### src/rtl/csm_map.svh
`ifndef CSM_MAP_SVH
`define CSM_MAP_SVH

// register word offsets on the plain port
`define CSM_ADDR_OSC_CTRL 4'h0
`define CSM_ADDR_RC_TUNE 4'h1
`define CSM_ADDR_EV_STATUS 4'h2
`define CSM_ADDR_EV_MASK 4'h3

// osc_control_reg field positions
`define CSM_CUR_MSB 14
`define CSM_CUR_LSB 12
`define CSM_NEW_MSB 10
`define CSM_NEW_LSB 8
`define CSM_LOCK_BIT 5
`define CSM_FAIL_BIT 3
`define CSM_SWEN_BIT 0

// rc_tuning_reg field
`define CSM_TRIM_MSB 3
`define CSM_TRIM_RESET 4'h0

// oscillator group codes
`define CSM_GRP_SECONDARY 3'h0
`define CSM_GRP_FAST_RC 3'h1
`define CSM_GRP_LOW_POWER 3'h2
`define CSM_GRP_PRIMARY 3'h3

// switch_monitor_select: 1x disables both, 01 switching only, 00 both
`define CSM_SMS_BOTH 2'h0

// event bits
`define CSM_EV_FAIL 0
`define CSM_EV_DONE 1
`define CSM_EV_LOCK 2
`define CSM_EV_W 3

// timing
`define CSM_CLK_PERIOD_NS 4
`define CSM_SWITCH_NS 40
`define CSM_SWITCH_CYC (`CSM_SWITCH_NS / `CSM_CLK_PERIOD_NS)
`define CSM_FAIL_TICKS 8'h04

`endif

### src/rtl/csm_pkg.sv
package csm_pkg;

    typedef enum logic [2:0] {
        ST_IDLE = 3'b000,
        ST_SWITCH = 3'b001,
        ST_FAIL_LOAD = 3'b010,
        ST_FAIL_FLAG = 3'b011,
        ST_FAIL_DROP = 3'b100
    } csm_state_type;

    typedef logic [2:0] csm_group_type;

    // only the four group codes are legal selections
    function automatic logic csm_group_valid(input csm_group_type g);
        return (g == 3'h0) || (g == 3'h1) || (g == 3'h2) || (g == 3'h3);
    endfunction

endpackage

### src/rtl/csm_clock_switch.sv
// Our own choices: the address-and-strobe port and the register addresses.
`timescale 1ns/1ps
`include "csm_map.svh"

module csm_clock_switch (
    input wire logic ref_clk,
    input wire logic rst,
    input wire logic [3:0] reg_addr,
    input wire logic [15:0] reg_wdata,
    input wire logic reg_wr,
    input wire logic reg_rd,
    output logic [15:0] reg_rdata,
    input wire logic [1:0] switch_monitor_select,
    input wire csm_pkg::csm_group_type initial_osc_group,
    input wire logic [4:0] primary_osc_mode,
    input wire logic power_up_timer_done,
    input wire logic sleep_mode,
    input wire logic watchdog_cfg_en,
    input wire logic soft_watchdog_enable,
    input wire logic sys_osc_edge,
    input wire logic low_power_rc_osc_tick,
    input wire logic pll_lock_in,
    output logic low_power_rc_osc_en,
    output csm_pkg::csm_group_type osc_group_sel,
    output logic [4:0] primary_mode_sel,
    output logic clk_fail_trap,
    output logic [3:0] rc_trim_out,
    output logic irq
);
    import csm_pkg::*;

    csm_state_type state_reg;
    csm_group_type current_osc_group_reg;
    csm_group_type new_osc_group_reg;
    logic switch_enable_bit_reg;
    logic clock_fail_flag_reg;
    logic pll_lock_reg;
    logic [3:0] rc_trim_field_reg;
    logic [7:0] settle_reg;
    logic [`CSM_EV_W-1:0] ev_status_reg;
    logic [`CSM_EV_W-1:0] ev_mask_reg;
    logic [`CSM_EV_W-1:0] ev_set;
    logic switching_on;
    logic monitor_on;
    logic fail_pulse;
    logic fail_take;
    logic start_req;
    logic switch_done;
    logic watch_en;
    logic wr_ctrl;
    logic rd_status;
    logic [15:0] ctrl_word;

    // configuration decode: 1x turns both functions off
    assign switching_on = ~switch_monitor_select[1];
    assign monitor_on = switch_monitor_select == `CSM_SMS_BOTH;

    // watch the running oscillator; fast RC is the fallback and is not watched.
    // watching starts once the power-up timer ends, so a slow starter traps
    assign watch_en = monitor_on && power_up_timer_done && !sleep_mode
        && current_osc_group_reg != `CSM_GRP_FAST_RC
        && (state_reg == ST_IDLE || state_reg == ST_SWITCH);

    csm_fail_window u_fail_window (
        .ref_clk(ref_clk),
        .rst(rst),
        .watch_en(watch_en),
        .sys_osc_edge(sys_osc_edge),
        .low_power_rc_osc_tick(low_power_rc_osc_tick),
        .fail_pulse(fail_pulse)
    );

    // a failure outranks any software switch in flight
    assign fail_take = fail_pulse && (state_reg == ST_IDLE || state_reg == ST_SWITCH);
    assign start_req = state_reg == ST_IDLE && !fail_pulse && switch_enable_bit_reg && switching_on
        && csm_group_valid(new_osc_group_reg) && new_osc_group_reg != current_osc_group_reg;
    assign switch_done = state_reg == ST_SWITCH && !fail_pulse && switch_enable_bit_reg
        && settle_reg == 8'(`CSM_SWITCH_CYC - 1);
    assign wr_ctrl = reg_wr && reg_addr == `CSM_ADDR_OSC_CTRL;
    assign rd_status = reg_rd && reg_addr == `CSM_ADDR_EV_STATUS;

    // sequencer: switch settle wait, or the three failure steps in order
    always_ff @(posedge ref_clk) begin
        if (rst) begin
            state_reg <= ST_IDLE;
        end else begin
            unique case (state_reg)
                ST_IDLE: begin
                    if (fail_take) begin
                        state_reg <= ST_FAIL_LOAD;
                    end else if (start_req) begin
                        state_reg <= ST_SWITCH;
                    end
                end
                ST_SWITCH: begin
                    if (fail_take) begin
                        state_reg <= ST_FAIL_LOAD;
                    end else if (!switch_enable_bit_reg || !switching_on || switch_done) begin
                        state_reg <= ST_IDLE;
                    end
                end
                ST_FAIL_LOAD: state_reg <= ST_FAIL_FLAG;
                ST_FAIL_FLAG: state_reg <= ST_FAIL_DROP;
                ST_FAIL_DROP: state_reg <= ST_IDLE;
                default: state_reg <= ST_IDLE;
            endcase
        end
    end

    // settle counter for a software switch
    always_ff @(posedge ref_clk) begin
        if (rst || state_reg != ST_SWITCH) begin
            settle_reg <= 8'h00;
        end else begin
            settle_reg <= settle_reg + 8'h01;
        end
    end

    // current group: configuration when switching is off, else the sequencer
    always_ff @(posedge ref_clk) begin
        if (rst || !switching_on) begin
            current_osc_group_reg <= initial_osc_group;
        end else if (state_reg == ST_FAIL_LOAD) begin
            current_osc_group_reg <= `CSM_GRP_FAST_RC;
        end else if (switch_done) begin
            current_osc_group_reg <= new_osc_group_reg;
        end
    end

    // new group: written by software, illegal codes ignored
    always_ff @(posedge ref_clk) begin
        if (rst) begin
            new_osc_group_reg <= initial_osc_group;
        end else if (wr_ctrl && csm_group_valid(reg_wdata[`CSM_NEW_MSB:`CSM_NEW_LSB])) begin
            new_osc_group_reg <= reg_wdata[`CSM_NEW_MSB:`CSM_NEW_LSB];
        end
    end

    // enable bit: hardware clears on failure, completion or nothing to do;
    // the failure and completion clears win over a write, so a stale write cannot restart a dead switch
    always_ff @(posedge ref_clk) begin
        if (rst) begin
            switch_enable_bit_reg <= 1'b0;
        end else if (state_reg == ST_FAIL_DROP || switch_done) begin
            switch_enable_bit_reg <= 1'b0;
        end else if (wr_ctrl && switching_on) begin
            switch_enable_bit_reg <= reg_wdata[`CSM_SWEN_BIT];
        end else if (state_reg == ST_IDLE && switch_enable_bit_reg && !start_req && !fail_pulse) begin
            switch_enable_bit_reg <= 1'b0;
        end
    end

    // failure flag: set in step two, cleared by a later good switch
    always_ff @(posedge ref_clk) begin
        if (rst) begin
            clock_fail_flag_reg <= 1'b0;
        end else if (state_reg == ST_FAIL_FLAG) begin
            clock_fail_flag_reg <= 1'b1;
        end else if (switch_done) begin
            clock_fail_flag_reg <= 1'b0;
        end
    end

    // trap strobe for the core, one cycle per accepted failure
    always_ff @(posedge ref_clk) begin
        if (rst) begin
            clk_fail_trap <= 1'b0;
        end else begin
            clk_fail_trap <= fail_take;
        end
    end

    // slow RC enable: forced on until the power-up timer ends
    always_ff @(posedge ref_clk) begin
        if (rst || !power_up_timer_done) begin
            low_power_rc_osc_en <= 1'b1;
        end else if (monitor_on) begin
            low_power_rc_osc_en <= !sleep_mode;
        end else begin
            low_power_rc_osc_en <= watchdog_cfg_en || soft_watchdog_enable
                || current_osc_group_reg == `CSM_GRP_LOW_POWER;
        end
    end

    // clock mux selection; the primary option always follows configuration
    always_ff @(posedge ref_clk) begin
        if (rst) begin
            osc_group_sel <= `CSM_GRP_SECONDARY;
            primary_mode_sel <= 5'h00;
        end else begin
            osc_group_sel <= current_osc_group_reg;
            primary_mode_sel <= primary_osc_mode;
        end
    end

    // lock status
    always_ff @(posedge ref_clk) begin
        if (rst) begin
            pll_lock_reg <= 1'b0;
        end else begin
            pll_lock_reg <= pll_lock_in;
        end
    end

    // trim field, signed two's complement around the calibrated centre
    always_ff @(posedge ref_clk) begin
        if (rst) begin
            rc_trim_field_reg <= `CSM_TRIM_RESET;
        end else if (reg_wr && reg_addr == `CSM_ADDR_RC_TUNE) begin
            rc_trim_field_reg <= reg_wdata[`CSM_TRIM_MSB:0];
        end
    end

    assign rc_trim_out = rc_trim_field_reg;

    // event sources
    always_comb begin
        ev_set = '0;
        ev_set[`CSM_EV_FAIL] = state_reg == ST_FAIL_FLAG;
        ev_set[`CSM_EV_DONE] = switch_done;
        ev_set[`CSM_EV_LOCK] = pll_lock_in && !pll_lock_reg;
    end

    // sticky events: read clears, a same-cycle event survives the read
    always_ff @(posedge ref_clk) begin
        if (rst) begin
            ev_status_reg <= '0;
        end else begin
            ev_status_reg <= (rd_status ? '0 : ev_status_reg) | ev_set;
        end
    end

    // interrupt mask, same layout as the status
    always_ff @(posedge ref_clk) begin
        if (rst) begin
            ev_mask_reg <= '0;
        end else if (reg_wr && reg_addr == `CSM_ADDR_EV_MASK) begin
            ev_mask_reg <= reg_wdata[`CSM_EV_W-1:0];
        end
    end

    // level interrupt, one cycle behind the status so it comes from a flop
    always_ff @(posedge ref_clk) begin
        if (rst) begin
            irq <= 1'b0;
        end else begin
            irq <= |(ev_status_reg & ev_mask_reg);
        end
    end

    // control word image
    always_comb begin
        ctrl_word = 16'h0000;
        ctrl_word[`CSM_CUR_MSB:`CSM_CUR_LSB] = current_osc_group_reg;
        ctrl_word[`CSM_NEW_MSB:`CSM_NEW_LSB] = new_osc_group_reg;
        ctrl_word[`CSM_LOCK_BIT] = pll_lock_reg;
        ctrl_word[`CSM_FAIL_BIT] = clock_fail_flag_reg;
        ctrl_word[`CSM_SWEN_BIT] = switch_enable_bit_reg;
    end

    // read data stand one cycle after the strobe; unmapped reads zero
    always_ff @(posedge ref_clk) begin
        if (rst || !reg_rd) begin
            reg_rdata <= 16'h0000;
        end else begin
            unique case (reg_addr)
                `CSM_ADDR_OSC_CTRL: reg_rdata <= ctrl_word;
                `CSM_ADDR_RC_TUNE: reg_rdata <= {12'h000, rc_trim_field_reg};
                `CSM_ADDR_EV_STATUS: reg_rdata <= {13'h0000, ev_status_reg};
                `CSM_ADDR_EV_MASK: reg_rdata <= {13'h0000, ev_mask_reg};
                default: reg_rdata <= 16'h0000;
            endcase
        end
    end
endmodule

### src/rtl/csm_fail_window.sv
`timescale 1ns/1ps
`include "csm_map.svh"

module csm_fail_window (
    input wire logic ref_clk,
    input wire logic rst,
    input wire logic watch_en,
    input wire logic sys_osc_edge,
    input wire logic low_power_rc_osc_tick,
    output logic fail_pulse
);
    logic [7:0] gap_reg;
    logic [7:0] gap_next;

    // count slow ticks since the last system oscillator edge
    always_comb begin
        gap_next = gap_reg;
        if (!watch_en || sys_osc_edge) begin
            gap_next = 8'h00;
        end else if (low_power_rc_osc_tick && gap_reg != `CSM_FAIL_TICKS) begin
            gap_next = gap_reg + 8'h01;
        end
    end

    always_ff @(posedge ref_clk) begin
        if (rst) begin
            gap_reg <= 8'h00;
        end else begin
            gap_reg <= gap_next;
        end
    end

    // one pulse when the window closes with no edge seen
    always_ff @(posedge ref_clk) begin
        if (rst) begin
            fail_pulse <= 1'b0;
        end else begin
            fail_pulse <= watch_en && gap_next == `CSM_FAIL_TICKS && gap_reg != `CSM_FAIL_TICKS;
        end
    end
endmodule

### config.mk
export PLATFORM = sky130hd
export DESIGN_NAME = csm_clock_switch
export DESIGN_NICKNAME = d
export VERILOG_FILES = /design/src/rtl/csm_pkg.sv /design/src/rtl/csm_clock_switch.sv /design/src/rtl/csm_fail_window.sv
export VERILOG_INCLUDE_DIRS = /design/src /design/src/rtl
export SDC_FILE = /design/constraint.sdc
export NUM_CORES = 1
export LEC_CHECK = 0
export BUFFER_PORTS_ARGS = -buffer_cell sky130_fd_sc_hd__buf_2
export CORE_MARGIN = 3
export CORE_UTILIZATION = 40
export DETAILED_ROUTE_END_ITERATION = 8
export PLACE_DENSITY = 0.65
export SYNTH_ARGS = -nofsm -noshare
export SYNTH_HDL_FRONTEND = slang
export SYNTH_HIERARCHICAL = 1
export SYNTH_SLANG_ARGS = --single-unit
### constraint.sdc
create_clock -name ref_clk -period 2.05 [get_ports ref_clk]
set_input_delay 0.205 -clock ref_clk [delete_from_list [all_inputs] [get_ports ref_clk]]
set_output_delay 0.205 -clock ref_clk [all_outputs]
set_load 0.01 [all_outputs]
==> metrics.md, run 1 <==
| Metric | Value |
|---|---|
| Status | `complete, no violations` |
| Switch Pwr | `around 0.54 mW` |
| ANT nets after route | `0` |
| Hold path start | `primary_osc_mode[1]` |
| Setup Slack @ Placement | `roughly 83 ps` |
| I/O Buffers | `57` |
| Unique masters post-synth | `54` |
| Tcrit/Tclk final | `0.9351` |
| Routed WL per cell | `around 12 µm` |
| First-pass GRT wire length | `~8.4 mm` |
| Number of detailed-route iterations in the first pass | `4` |
| Clock sinks | `around 60` |
| CP max FO | `5` |
| Core Rows | `29` |
| Number of flip-flops under the largest register name | `11` |
| Max Clock Freq | `~520 MHz` |
| CP Launch Type | `flip-flop` |
| RR Startpoint | `u_fail_window/gap_reg[0]` |
| Mapped Area | `2671 µm²` |
| Internal | `just under 2 mW` |
| Fin crit period | `~1900 ps` |
| Leak pwr | `1.320 nW` |
| Clock slew at reported path FFs | `70 ps` |
| Gr ovfl total | `0` |
| Clock tree buffer depth | `2` |
| Hold WC Path Type | `primary input to flip-flop` |
| Crit end category | `flip-flop` |
| Worst vdd ir | `about 0.33 mV` |
| Core area | `roughly 6400 µm²` |
| Die Y | `slightly below 90 µm` |
| All-layer global routing usage | `0.1379` |
| DIE AREA | `7695 µm²` |
| Yosys warns | `6` |
| Post-route setup slack | `132.9 ps` |
| Setup TNS | `0 ps` |
| Clk pwr share | `0.439` |
| Max incr delay on CP | `~430 ps` |
| Initial DRC Count | `48` |
| Via count of the routed design | `2095` |
| Ports | `72` |
| Final slew viol count | `0` |
| Syn avg cell area | `between 9 and 10 µm²` |
| Die width | `~90 µm` |
| Htree depth | `3` |
| Async set-or-reset flop fraction in the synthesized netlist | `0` |
| GPL Wtd Cong | `between 0.8 and 0.9` |
| Maxcap violations | `0` |
| Final Net Count | `385` |
| Placed insts | `just over 400` |
| Quantity of gates resized following cts | `0` |
| CP required | `between 2000 and 2500 ps` |
| Final setup vio count | `0` |
| Pin count of the biggest net entering global routing | `21` |
| Num CTS Buffers | `9` |
| Worst Skew | `slightly below 9 ps` |
| Starting Density | `0.4159` |
| Critical path startpoint | `u_fail_window/gap_reg[0]` |
| Non-filler instance count after layout | `around 420` |
| Post-synth EDFFs | `6` |
| Worst-path cell chain | `inv_1, ha_1, and4bb_1, nor4b_4, nand2b_1, mux2_1, a211oi_2` |
| Post-synthesis sequential area ratio | `0.4796` |
| N_diodes | `0` |
| Vias in the first global route | `between 1500 and 2000` |
| CTS tree | `yes` |
| P per Cell Area | `778.4 nW/µm²` |
| RSZ-0062 raised after global routing | `no` |
| Total Routed Length | `5.201 mm` |
| # DRC | `0` |
| Layout area overhead | `20.70%` |
| Crit-path slowest cell | `dfxtp_1` |
| Final hold violations | `0` |
| Post-Syn Instances | `279` |
| Final core occ | `0.5020` |
| Seq cells post-synth | `61` |
| Clk Latency, worst-skew pair | `330 ps` |
| Final HPWL DP | `around 3.8 mm` |
| CTS Root Cell | `clkbuf_8` |
| Crit path kind | `flip-flop to flip-flop` |
| Worst reg2reg setup slack | `approximately 130 ps` |
| Comb pwr share | `0.062` |
| Sequential group share of total power | `0.499` |
| Post-CTS Setup Bufs | `0` |
| Commonest cells after routing, fill and taps aside | `57 x buf_2, 55 x dfxtp_1, 29 x nor2_1` |
| # hold bufs at CTS | `0` |
| Switching Share | `0.2168` |
| Synth Flop Type | `dfxtp_1` |
| Commonest non-fill, non-tap cell in the layout | `buf_2` |
| Layout cell share with drive strength beyond 1 | `0.2580` |
| CP arrival | `2170 ps` |
| Antenna violations before repair | `0` |
| Via/cell ratio | `4.964` |
-- cells by family (layout without fill, tap and decap cells) --
family                     Yosys count  in the layout  share of synthesized area
adders and majority gates            4              4                    0.01874
and+or+nand+nor                    125            125                     0.2651
xor gates and xnor gates            11             11                    0.03606
muxes                               12             12                    0.05246
AOI/OAI and AO/OA                   39             39                    0.09790
buffers and inverters               26             88                    0.04871
DFF                                 61             61                     0.4796
other                                1              5                   0.001404
-- power groups by stage --
stage	combinational (mW)	sequential, mW	clock, mW
2_1_floorplan	0.0938	1.28	0
3_3_place_gp	0.154	1.28	0
3_5_place_dp	0.156	1.28	0
4_1_cts	0.157	1.25	1.14
5_1_grt	0.172	1.26	1.19
6_report	0.156	1.25	1.10
-- metal layers --
metal,share of wire,vias to the layer above,GRT usage
li1,-,1095,-
met1,0.47,945,0.1767
met2,0.47,51,0.2185
met3,0.054,4,0.04610
met4,0.0058,0,0.04603
met5,0,-,0
-- per-stage QoR --
stage               hold WS [ps]  total power, mW  cell area [µm²]
floorplan                  288.9            1.374             2686
global placement           411.6            1.432             3005
detailed placement         418.0            1.435             3005
CTS                        65.66            2.544             3217
global route               65.79            2.614             3224
finish                     80.59            2.510             3224
-- final timing paths --
kind | endpoint | cells past startpoint
max | u_fail_window/fail_pulse | 7
min | primary_mode_sel[1] | 2
max reg2reg | u_fail_window/fail_pulse | 7
min reg2reg | clock_fail_flag_reg | 2
-- cell type report --
cell class / instances / area (µm²)
fill: 606 / 3198
sequential: 61 / 1281
multi-input combinational: 196 / 1275
timing repair buffer: 62 / 322.8
clock buffer: 13 / 168.9
tap: 77 / 96.34
clock inverter: 3 / 42.54
inverter: 10 / 37.54
-- cell usage after synthesis (3+ instances only) --
library cell | number | share of area
dfxtp_1 | 55 | 0.41
nor2_1 | 29 | 0.041
nand2_1 | 17 | 0.024
a21oi_1 | 16 | 0.030
nor2b_1 | 14 | 0.033
nand3_1 | 13 | 0.024
nor3_1 | 13 | 0.024
inv_1 | 10 | 0.014
edfxtp_1 | 6 | 0.067
xnor2_1 | 6 | 0.020
and2_1 | 5 | 0.012
buf_2 | 5 | 0.0094
buf_4 | 5 | 0.014
clkbuf_1 | 5 | 0.0070
mux2_2 | 5 | 0.021
mux2i_1 | 5 | 0.019
nand2b_1 | 5 | 0.012
xor2_1 | 5 | 0.016
ha_1 | 4 | 0.019
or3_1 | 4 | 0.0094
a22oi_1 | 3 | 0.0084
a31oi_1 | 3 | 0.0070
and3_1 | 3 | 0.0070
nand3b_1 | 3 | 0.0084
o21ai_0 | 3 | 0.0056
-- critical path, delay by kind of cell (launching register included) --
| kind | cells | cell delay, ps |
|---|---|---|
| buffers and inverters | 1 | 110 |
| AO/OA/AOI/OAI | 1 | 210 |
| multiplexers | 1 | 340 |
| adder cells (fa/ha/maj) | 1 | 210 |
| flip-flops | 1 | 430 |
| AND/OR/NAND/NOR | 3 | 550 |
(Power assumes the default switching activity.)
==> inputs of run 2 (changes only) <==
--- a/config.mk
+++ b/config.mk
@@ -7,7 +7,7 @@
 export NUM_CORES = 1
 export LEC_CHECK = 0
 export BUFFER_PORTS_ARGS = -buffer_cell sky130_fd_sc_hd__buf_2
-export CORE_MARGIN = 3
+export CORE_MARGIN = 5
 export CORE_UTILIZATION = 40
 export DETAILED_ROUTE_END_ITERATION = 8
 export PLACE_DENSITY = 0.65
==> run 2 against run 1 <==
Fmax up 0.14%. Sequential share of layout area is 0.27 points higher. Critical path depth is the same. Design area fell by 0.58%. Sequential power about the same. Clock-buffer cell count decreased by 2. Core utilization decreased by 0.29 points. Total power shrank 7.5%. Via count grew 0.57%. Largest power group unchanged. Highest routed layer unchanged.
==> metrics.md, run 2 (same netlist as run 1, synthesis figures left out) <==
| Metric | Value |
|---|---|
| Leak pwr | `1.315 nW (-0.41%)` |
| Worst Path Buf+Inv | `1 (unchanged)` |
| Fin crit period | `1914 ps (-2.683 ps)` |
| Post-route cell area | `3206 µm² (-0.58%)` |
| Setup TNS | `0 ps (unchanged)` |
| Number of detailed-route iterations in the first pass | `4 (unchanged)` |
| Htree depth | `3 (unchanged)` |
| CP arrival | `2150 ps (-20 ps)` |
| Core area | `6422 µm² (unchanged)` |
| R2R cell count | `7 (unchanged)` |
| Number of flip-flops under the largest register name | `11 (unchanged)` |
| Grt met3 use | `0.04010 (-0.005998)` |
| Via count of the routed design | `2107 (+0.57%)` |
| # DRC | `0 (unchanged)` |
| Worst Skew | `11.74 ps (+2.991 ps)` |
| Hold path start | `primary_osc_mode[3]` |
| Die width | `91.72 µm (+4.6%)` |
| P per Cell Area | `724.3 nW/µm² (-6.9%)` |
| Final HPWL DP | `3.987 mm (+5.0%)` |
| Crit-path slowest cell | `mux2_1` |
| Layout area overhead | `20.00%` |
| ANT nets after route | `0 (unchanged)` |
| Placed insts | `407 (+0.49%)` |
| Final Net Count | `387 (+0.52%)` |
| RR Startpoint | `u_fail_window/gap_reg[0]` |
| Met2 usage | `0.2063 (-0.01216)` |
| Final setup vio count | `0 (unchanged)` |
| Filler cell count | `625 (+3.1%)` |
| Worst vdd ir | `0.3700 mV (+13%)` |
| Starting Density | `0.4159 (unchanged)` |
| All-layer global routing usage | `0.1300 (-0.007935)` |
| I/O Buffers | `57 (unchanged)` |
| N_diodes | `0 (unchanged)` |
| Final slew viol count | `0 (unchanged)` |
| Pin count of the biggest net entering global routing | `20 (-4.8%)` |
| Tcrit/Tclk final | `0.9338 (-0.001309)` |
| Layout cell share with drive strength beyond 1 | `0.2680 (+0.01004)` |
| Crit-path leading delay family | `simple AND/OR/NAND/NOR gates` |
| Post-DP Area | `3020 µm² (+0.50%)` |
| Hold WC Path Type | `primary input to flip-flop` |
| Clk Latency, worst-skew pair | `320 ps (about the same)` |
| Max Clock Freq | `522.4 MHz (+0.14%)` |
| Critical path startpoint | `u_fail_window/gap_reg[0]` |
| Worst-path cell chain | `inv_1, ha_1, and4bb_1, nor4b_4, nand2b_4, mux2_1, a211oi_2` |
| Worst r2r dst | `u_fail_window/fail_pulse` |
| Sequential Area | `1282 µm² (about the same)` |
| Worst reg2reg setup slack | `140 ps (about the same)` |
| CP required | `2290 ps (about the same)` |
| Clock tree buffer depth | `2 (unchanged)` |
| RSZ-0062 raised after global routing | `no` |
| Total Routed Length | `5.433 mm (+4.5%)` |
| Num CTS Buffers | `9 (unchanged)` |
| Maxcap violations | `0 (unchanged)` |
| Antenna violations before repair | `0 (unchanged)` |
| GPL Wtd Cong | `0.8335 (-1.8%)` |
| Met1 Use GR | `0.1713 (-0.005368)` |
| First-pass GRT wire length | `8.976 mm (+7.4%)` |
| Crit path kind | `flip-flop to flip-flop` |
| Routed WL per cell | `12.81 µm (+4.0%)` |
| Busiest grt layer | `met2` |
| Commonest cells after routing, fill and taps aside | `57 x buf_2, 54 x dfxtp_1, 29 x nor2_1` |
| Status | `complete, no violations` |
| Gr ovfl total | `0 (unchanged)` |
| Max incr delay on CP | `340 ps (-90 ps)` |
| Die Y | `91.72 µm (+4.6%)` |
| Clock slew at reported path FFs | `70 ps (about the same)` |
| Total Power | `2.322 mW (-7.5%)` |
| Ports | `72 (unchanged)` |
| Clock sinks | `61 (unchanged)` |
| CP max FO | `4 (-1)` |
| Initial DRC Count | `60 (+25%)` |
| CP Launch Type | `flip-flop` |
| Non-filler instance count after layout | `424 (+0.47%)` |
| Hold Path End | `primary_mode_sel[3]` |
| Core Rows | `29 (unchanged)` |
| CTS tree | `yes` |
| Crit end category | `flip-flop` |
| Vias in the first global route | `1944 (+4.9%)` |
| Hold Path Cell Cnt | `2 (unchanged)` |
| Multi-input logic area | `1282 µm² (+0.59%)` |
| DIE AREA | `8413 µm² (+9.3%)` |
| Via/cell ratio | `4.969 (about the same)` |
| CTS Root Cell | `clkbuf_8` |
| Commonest non-fill, non-tap cell in the layout | `buf_2` |
| Final hold violations | `0 (unchanged)` |
[run 2: power breakdown]
part	total, mW	internal [mW]	leakage (nW)	switching (mW)
logic	0.162	0.0758	0.719	0.0862
clock network	0.908	0.463	0.0889	0.445
registers	1.25	1.23	0.507	0.0179
[run 2: worst max-delay path by stage]
stage                               end  slack, ps  cells past startpoint
6_report       u_fail_window/fail_pulse        140                      7
5_1_grt        u_fail_window/fail_pulse         20                      7
4_1_cts        u_fail_window/fail_pulse        100                      7
3_5_place_dp   u_fail_window/fail_pulse        140                      7
3_3_place_gp   u_fail_window/fail_pulse        190                      7
2_1_floorplan  u_fail_window/fail_pulse        260                      7
[run 2: metrics by stage]
step / hold slack (ps) / util / worst slack [ps]
2_1_floorplan: 288.9 / - / 260.0
3_3_place_gp: 407.3 / 0.4703 / 188.3
3_5_place_dp: 415.7 / 0.4703 / 139.4
4_1_cts: 63.50 / 0.4966 / 101.0
5_1_grt: 64.29 / 0.4991 / 15.22
6_report: 83.80 / 0.4991 / 135.6
[run 2: layout make-up]
type,instances,share of cell area
multi-input cells,196,0.4001
flip-flops and latches,61,0.4001
well taps,77,0.03005
repair buffers,64,0.1054
clock inverters,5,0.008587
inverters,10,0.01171
clock buffers,11,0.04411
[run 2: metal layers]
layer  vias to the layer above  share of wire
met3                         4          0.055
met2                        55           0.47
met5                         -              0
met4                         0         0.0046
li1                       1099              -
met1                       949           0.47
[run 2: timing repair]
action / in CTS / in global routing
hold buffers: 0 / 0
setup endpoints to repair: 0 / 1
setup buffers: 0 / 1
gates resized for setup: 0 / 2
==> inputs of run 3 (changes only) <==
==> constraint.sdc (replaced) <==
create_clock -name ref_clk -period 2.1 [get_ports ref_clk]
set_input_delay 0.21 -clock ref_clk [delete_from_list [all_inputs] [get_ports ref_clk]]
set_output_delay 0.21 -clock ref_clk [all_outputs]
set_load 0.01 [all_outputs]
==> run 3 against run 2 <==
Hold slack lost 4.3 ps. Die area is the same. Register-to-register slack lost 40 ps. Clock skew shrank 1.5 ps. Combinational power shrank 3%. Core utilization grew 0.43 points. Clock-buffer cell count shrank 1. Sequential cell count is the same. Wire length grew 1.5%. Critical endpoint unchanged. Worst setup slack lost 37 ps. Via count grew 1.0%.
==> metrics.md, run 3 (same netlist as run 1, synthesis figures left out) <==
| Metric | Value |
|---|---|
| Hold WC Path Type | `primary input to flip-flop` |
| Max Clock Freq | `499.7 MHz (-4.3%)` |
| Tcrit/Tclk final | `0.9529 (+0.01907)` |
| Via/cell ratio | `5.031 (+1.2%)` |
| Crit path kind | `flip-flop to flip-flop` |
| CP max FO | `5 (+1)` |
| Clock slew at reported path FFs | `70 ps (about the same)` |
| CTS Root Cell | `clkbuf_8` |
| Status | `complete, no violations` |
| Fin crit period | `2001 ps (+86.73 ps)` |
| N_diodes | `0 (unchanged)` |
| CP Launch Type | `flip-flop` |
| Final HPWL DP | `4.002 mm (+0.38%)` |
| Layout area overhead | `21.03%` |
| CP required | `2360 ps (+70 ps)` |
| Num CTS Buffers | `9 (unchanged)` |
| Via count of the routed design | `2128 (+1.0%)` |
| Starting Density | `0.4159 (unchanged)` |
| Ports | `72 (unchanged)` |
| Leak pwr | `1.326 nW (+0.83%)` |
| Filler cell count | `610 (-2.4%)` |
| Maxcap violations | `0 (unchanged)` |
| P per Cell Area | `761.8 nW/µm² (+5.2%)` |
| Clock tree buffer depth | `2 (unchanged)` |
| Non-filler instance count after layout | `423 (-0.24%)` |
| Final setup vio count | `0 (unchanged)` |
| RSZ-0062 raised after global routing | `no` |
| All-layer global routing usage | `0.1369 (+0.006979)` |
| Crit end category | `flip-flop` |
| Commonest non-fill, non-tap cell in the layout | `buf_2` |
| Vias in the first global route | `1993 (+2.5%)` |
| Antenna violations before repair | `0 (unchanged)` |
| Final Net Count | `386 (-0.26%)` |
| Final hold violations | `0 (unchanged)` |
| GPL Wtd Cong | `0.8332 (about the same)` |
| Die Y | `91.72 µm (unchanged)` |
| DIE AREA | `8413 µm² (unchanged)` |
| Number of flip-flops under the largest register name | `11 (unchanged)` |
| CP arrival | `2260 ps (+110 ps)` |
| First-pass GRT wire length | `9.239 mm (+2.9%)` |
| Clk Latency, worst-skew pair | `340 ps (+20 ps)` |
| Commonest cells after routing, fill and taps aside | `57 x buf_2, 55 x dfxtp_1, 29 x nor2_1` |
| CTS tree | `yes` |
| Clock sinks | `61 (unchanged)` |
| Gr ovfl total | `0 (unchanged)` |
| Worst vdd ir | `0.3548 mV (-4.1%)` |
| # DRC | `0 (unchanged)` |
| Core Rows | `29 (unchanged)` |
| Initial DRC Count | `94 (+57%)` |
| Layout cell share with drive strength beyond 1 | `0.2572 (-0.01079)` |
| Worst Skew | `10.25 ps (-1.491 ps)` |
| Total Routed Length | `5.513 mm (+1.5%)` |
| Placed insts | `406 (-0.25%)` |
| Pin count of the biggest net entering global routing | `20 (unchanged)` |
| Die width | `91.72 µm (unchanged)` |
| Setup TNS | `0 ps (unchanged)` |
| ANT nets after route | `0 (unchanged)` |
| Final slew viol count | `0 (unchanged)` |
| Routed WL per cell | `13.03 µm (+1.7%)` |
| Number of detailed-route iterations in the first pass | `4 (unchanged)` |
| Htree depth | `3 (unchanged)` |
| I/O Buffers | `57 (unchanged)` |
| Core area | `6422 µm² (unchanged)` |
==> run 3: cell type report <==
type                            instances  area [µm²]  share of cell area
Multi-Input combinational cell        196        1282              0.3967
Sequential cell                        61        1281              0.3963
Timing Repair Buffer                   63       330.3              0.1022
Clock buffer                           10       127.6             0.03947
Tap cell                               77       96.34             0.02980
Clock inverter                          6       77.57             0.02399
Inverter                               10       37.54             0.01161
==> run 3: final timing paths <==
kind / start / to / slack (ps) / cells past startpoint
min reg2reg: clock_fail_flag_reg / clock_fail_flag_reg / 450 / 2
min: power_up_timer_done / low_power_rc_osc_en / 80 / 2
max: u_fail_window/gap_reg[0] / u_fail_window/fail_pulse / 100 / 7
max reg2reg: u_fail_window/gap_reg[0] / u_fail_window/fail_pulse / 100 / 7
==> run 3: stage by stage <==
stage            util  hold WS (ps)  power [mW]  setup slack, ps  cell area (µm²)
2_1_floorplan       -         293.9       1.342            310.0             2686
3_3_place_gp   0.4691         416.0       1.401            156.5             3013
3_5_place_dp   0.4691         423.6       1.403            132.8             3013
4_1_cts        0.5011         61.76       2.495            97.09             3218
5_1_grt        0.5034         66.46       2.565            3.967             3233
6_report       0.5034         79.50       2.463            98.90             3233
==> run 3: critical path: stages, from the launching register on <==
cell and delay [ps]:
dfxtp_1 370, inv_1 110, ha_1 170, and4bb_1 230
nor4b_4 290, nand2b_4 200, mux2_1 350, a211oi_2 210
==> run 3: repair_timing <==
action / in CTS / in global routing
hold buffers: 0 / 0
buffers inserted: 0 / 1
resized for setup: 0 / 1
endpoints found under the setup margin: 0 / 1
==> run 3: layer usage <==
metal	global-route usage	wire, µm	vias to the layer above
li1	-	-	1092
met1	0.1719	2529	971
met2	0.2106	2612	53
met3	0.04583	265	12
met4	0.06807	106	0
met5	0	0	-
==> run 3: where the power goes <==
group / internal [mW] / total (mW) / switching [mW] / leakage [nW]
combinational: 0.0724 / 0.157 / 0.0842 / 0.715
sequential: 1.21 / 1.22 / 0.0173 / 0.506
clock: 0.656 / 1.08 / 0.428 / 0.105
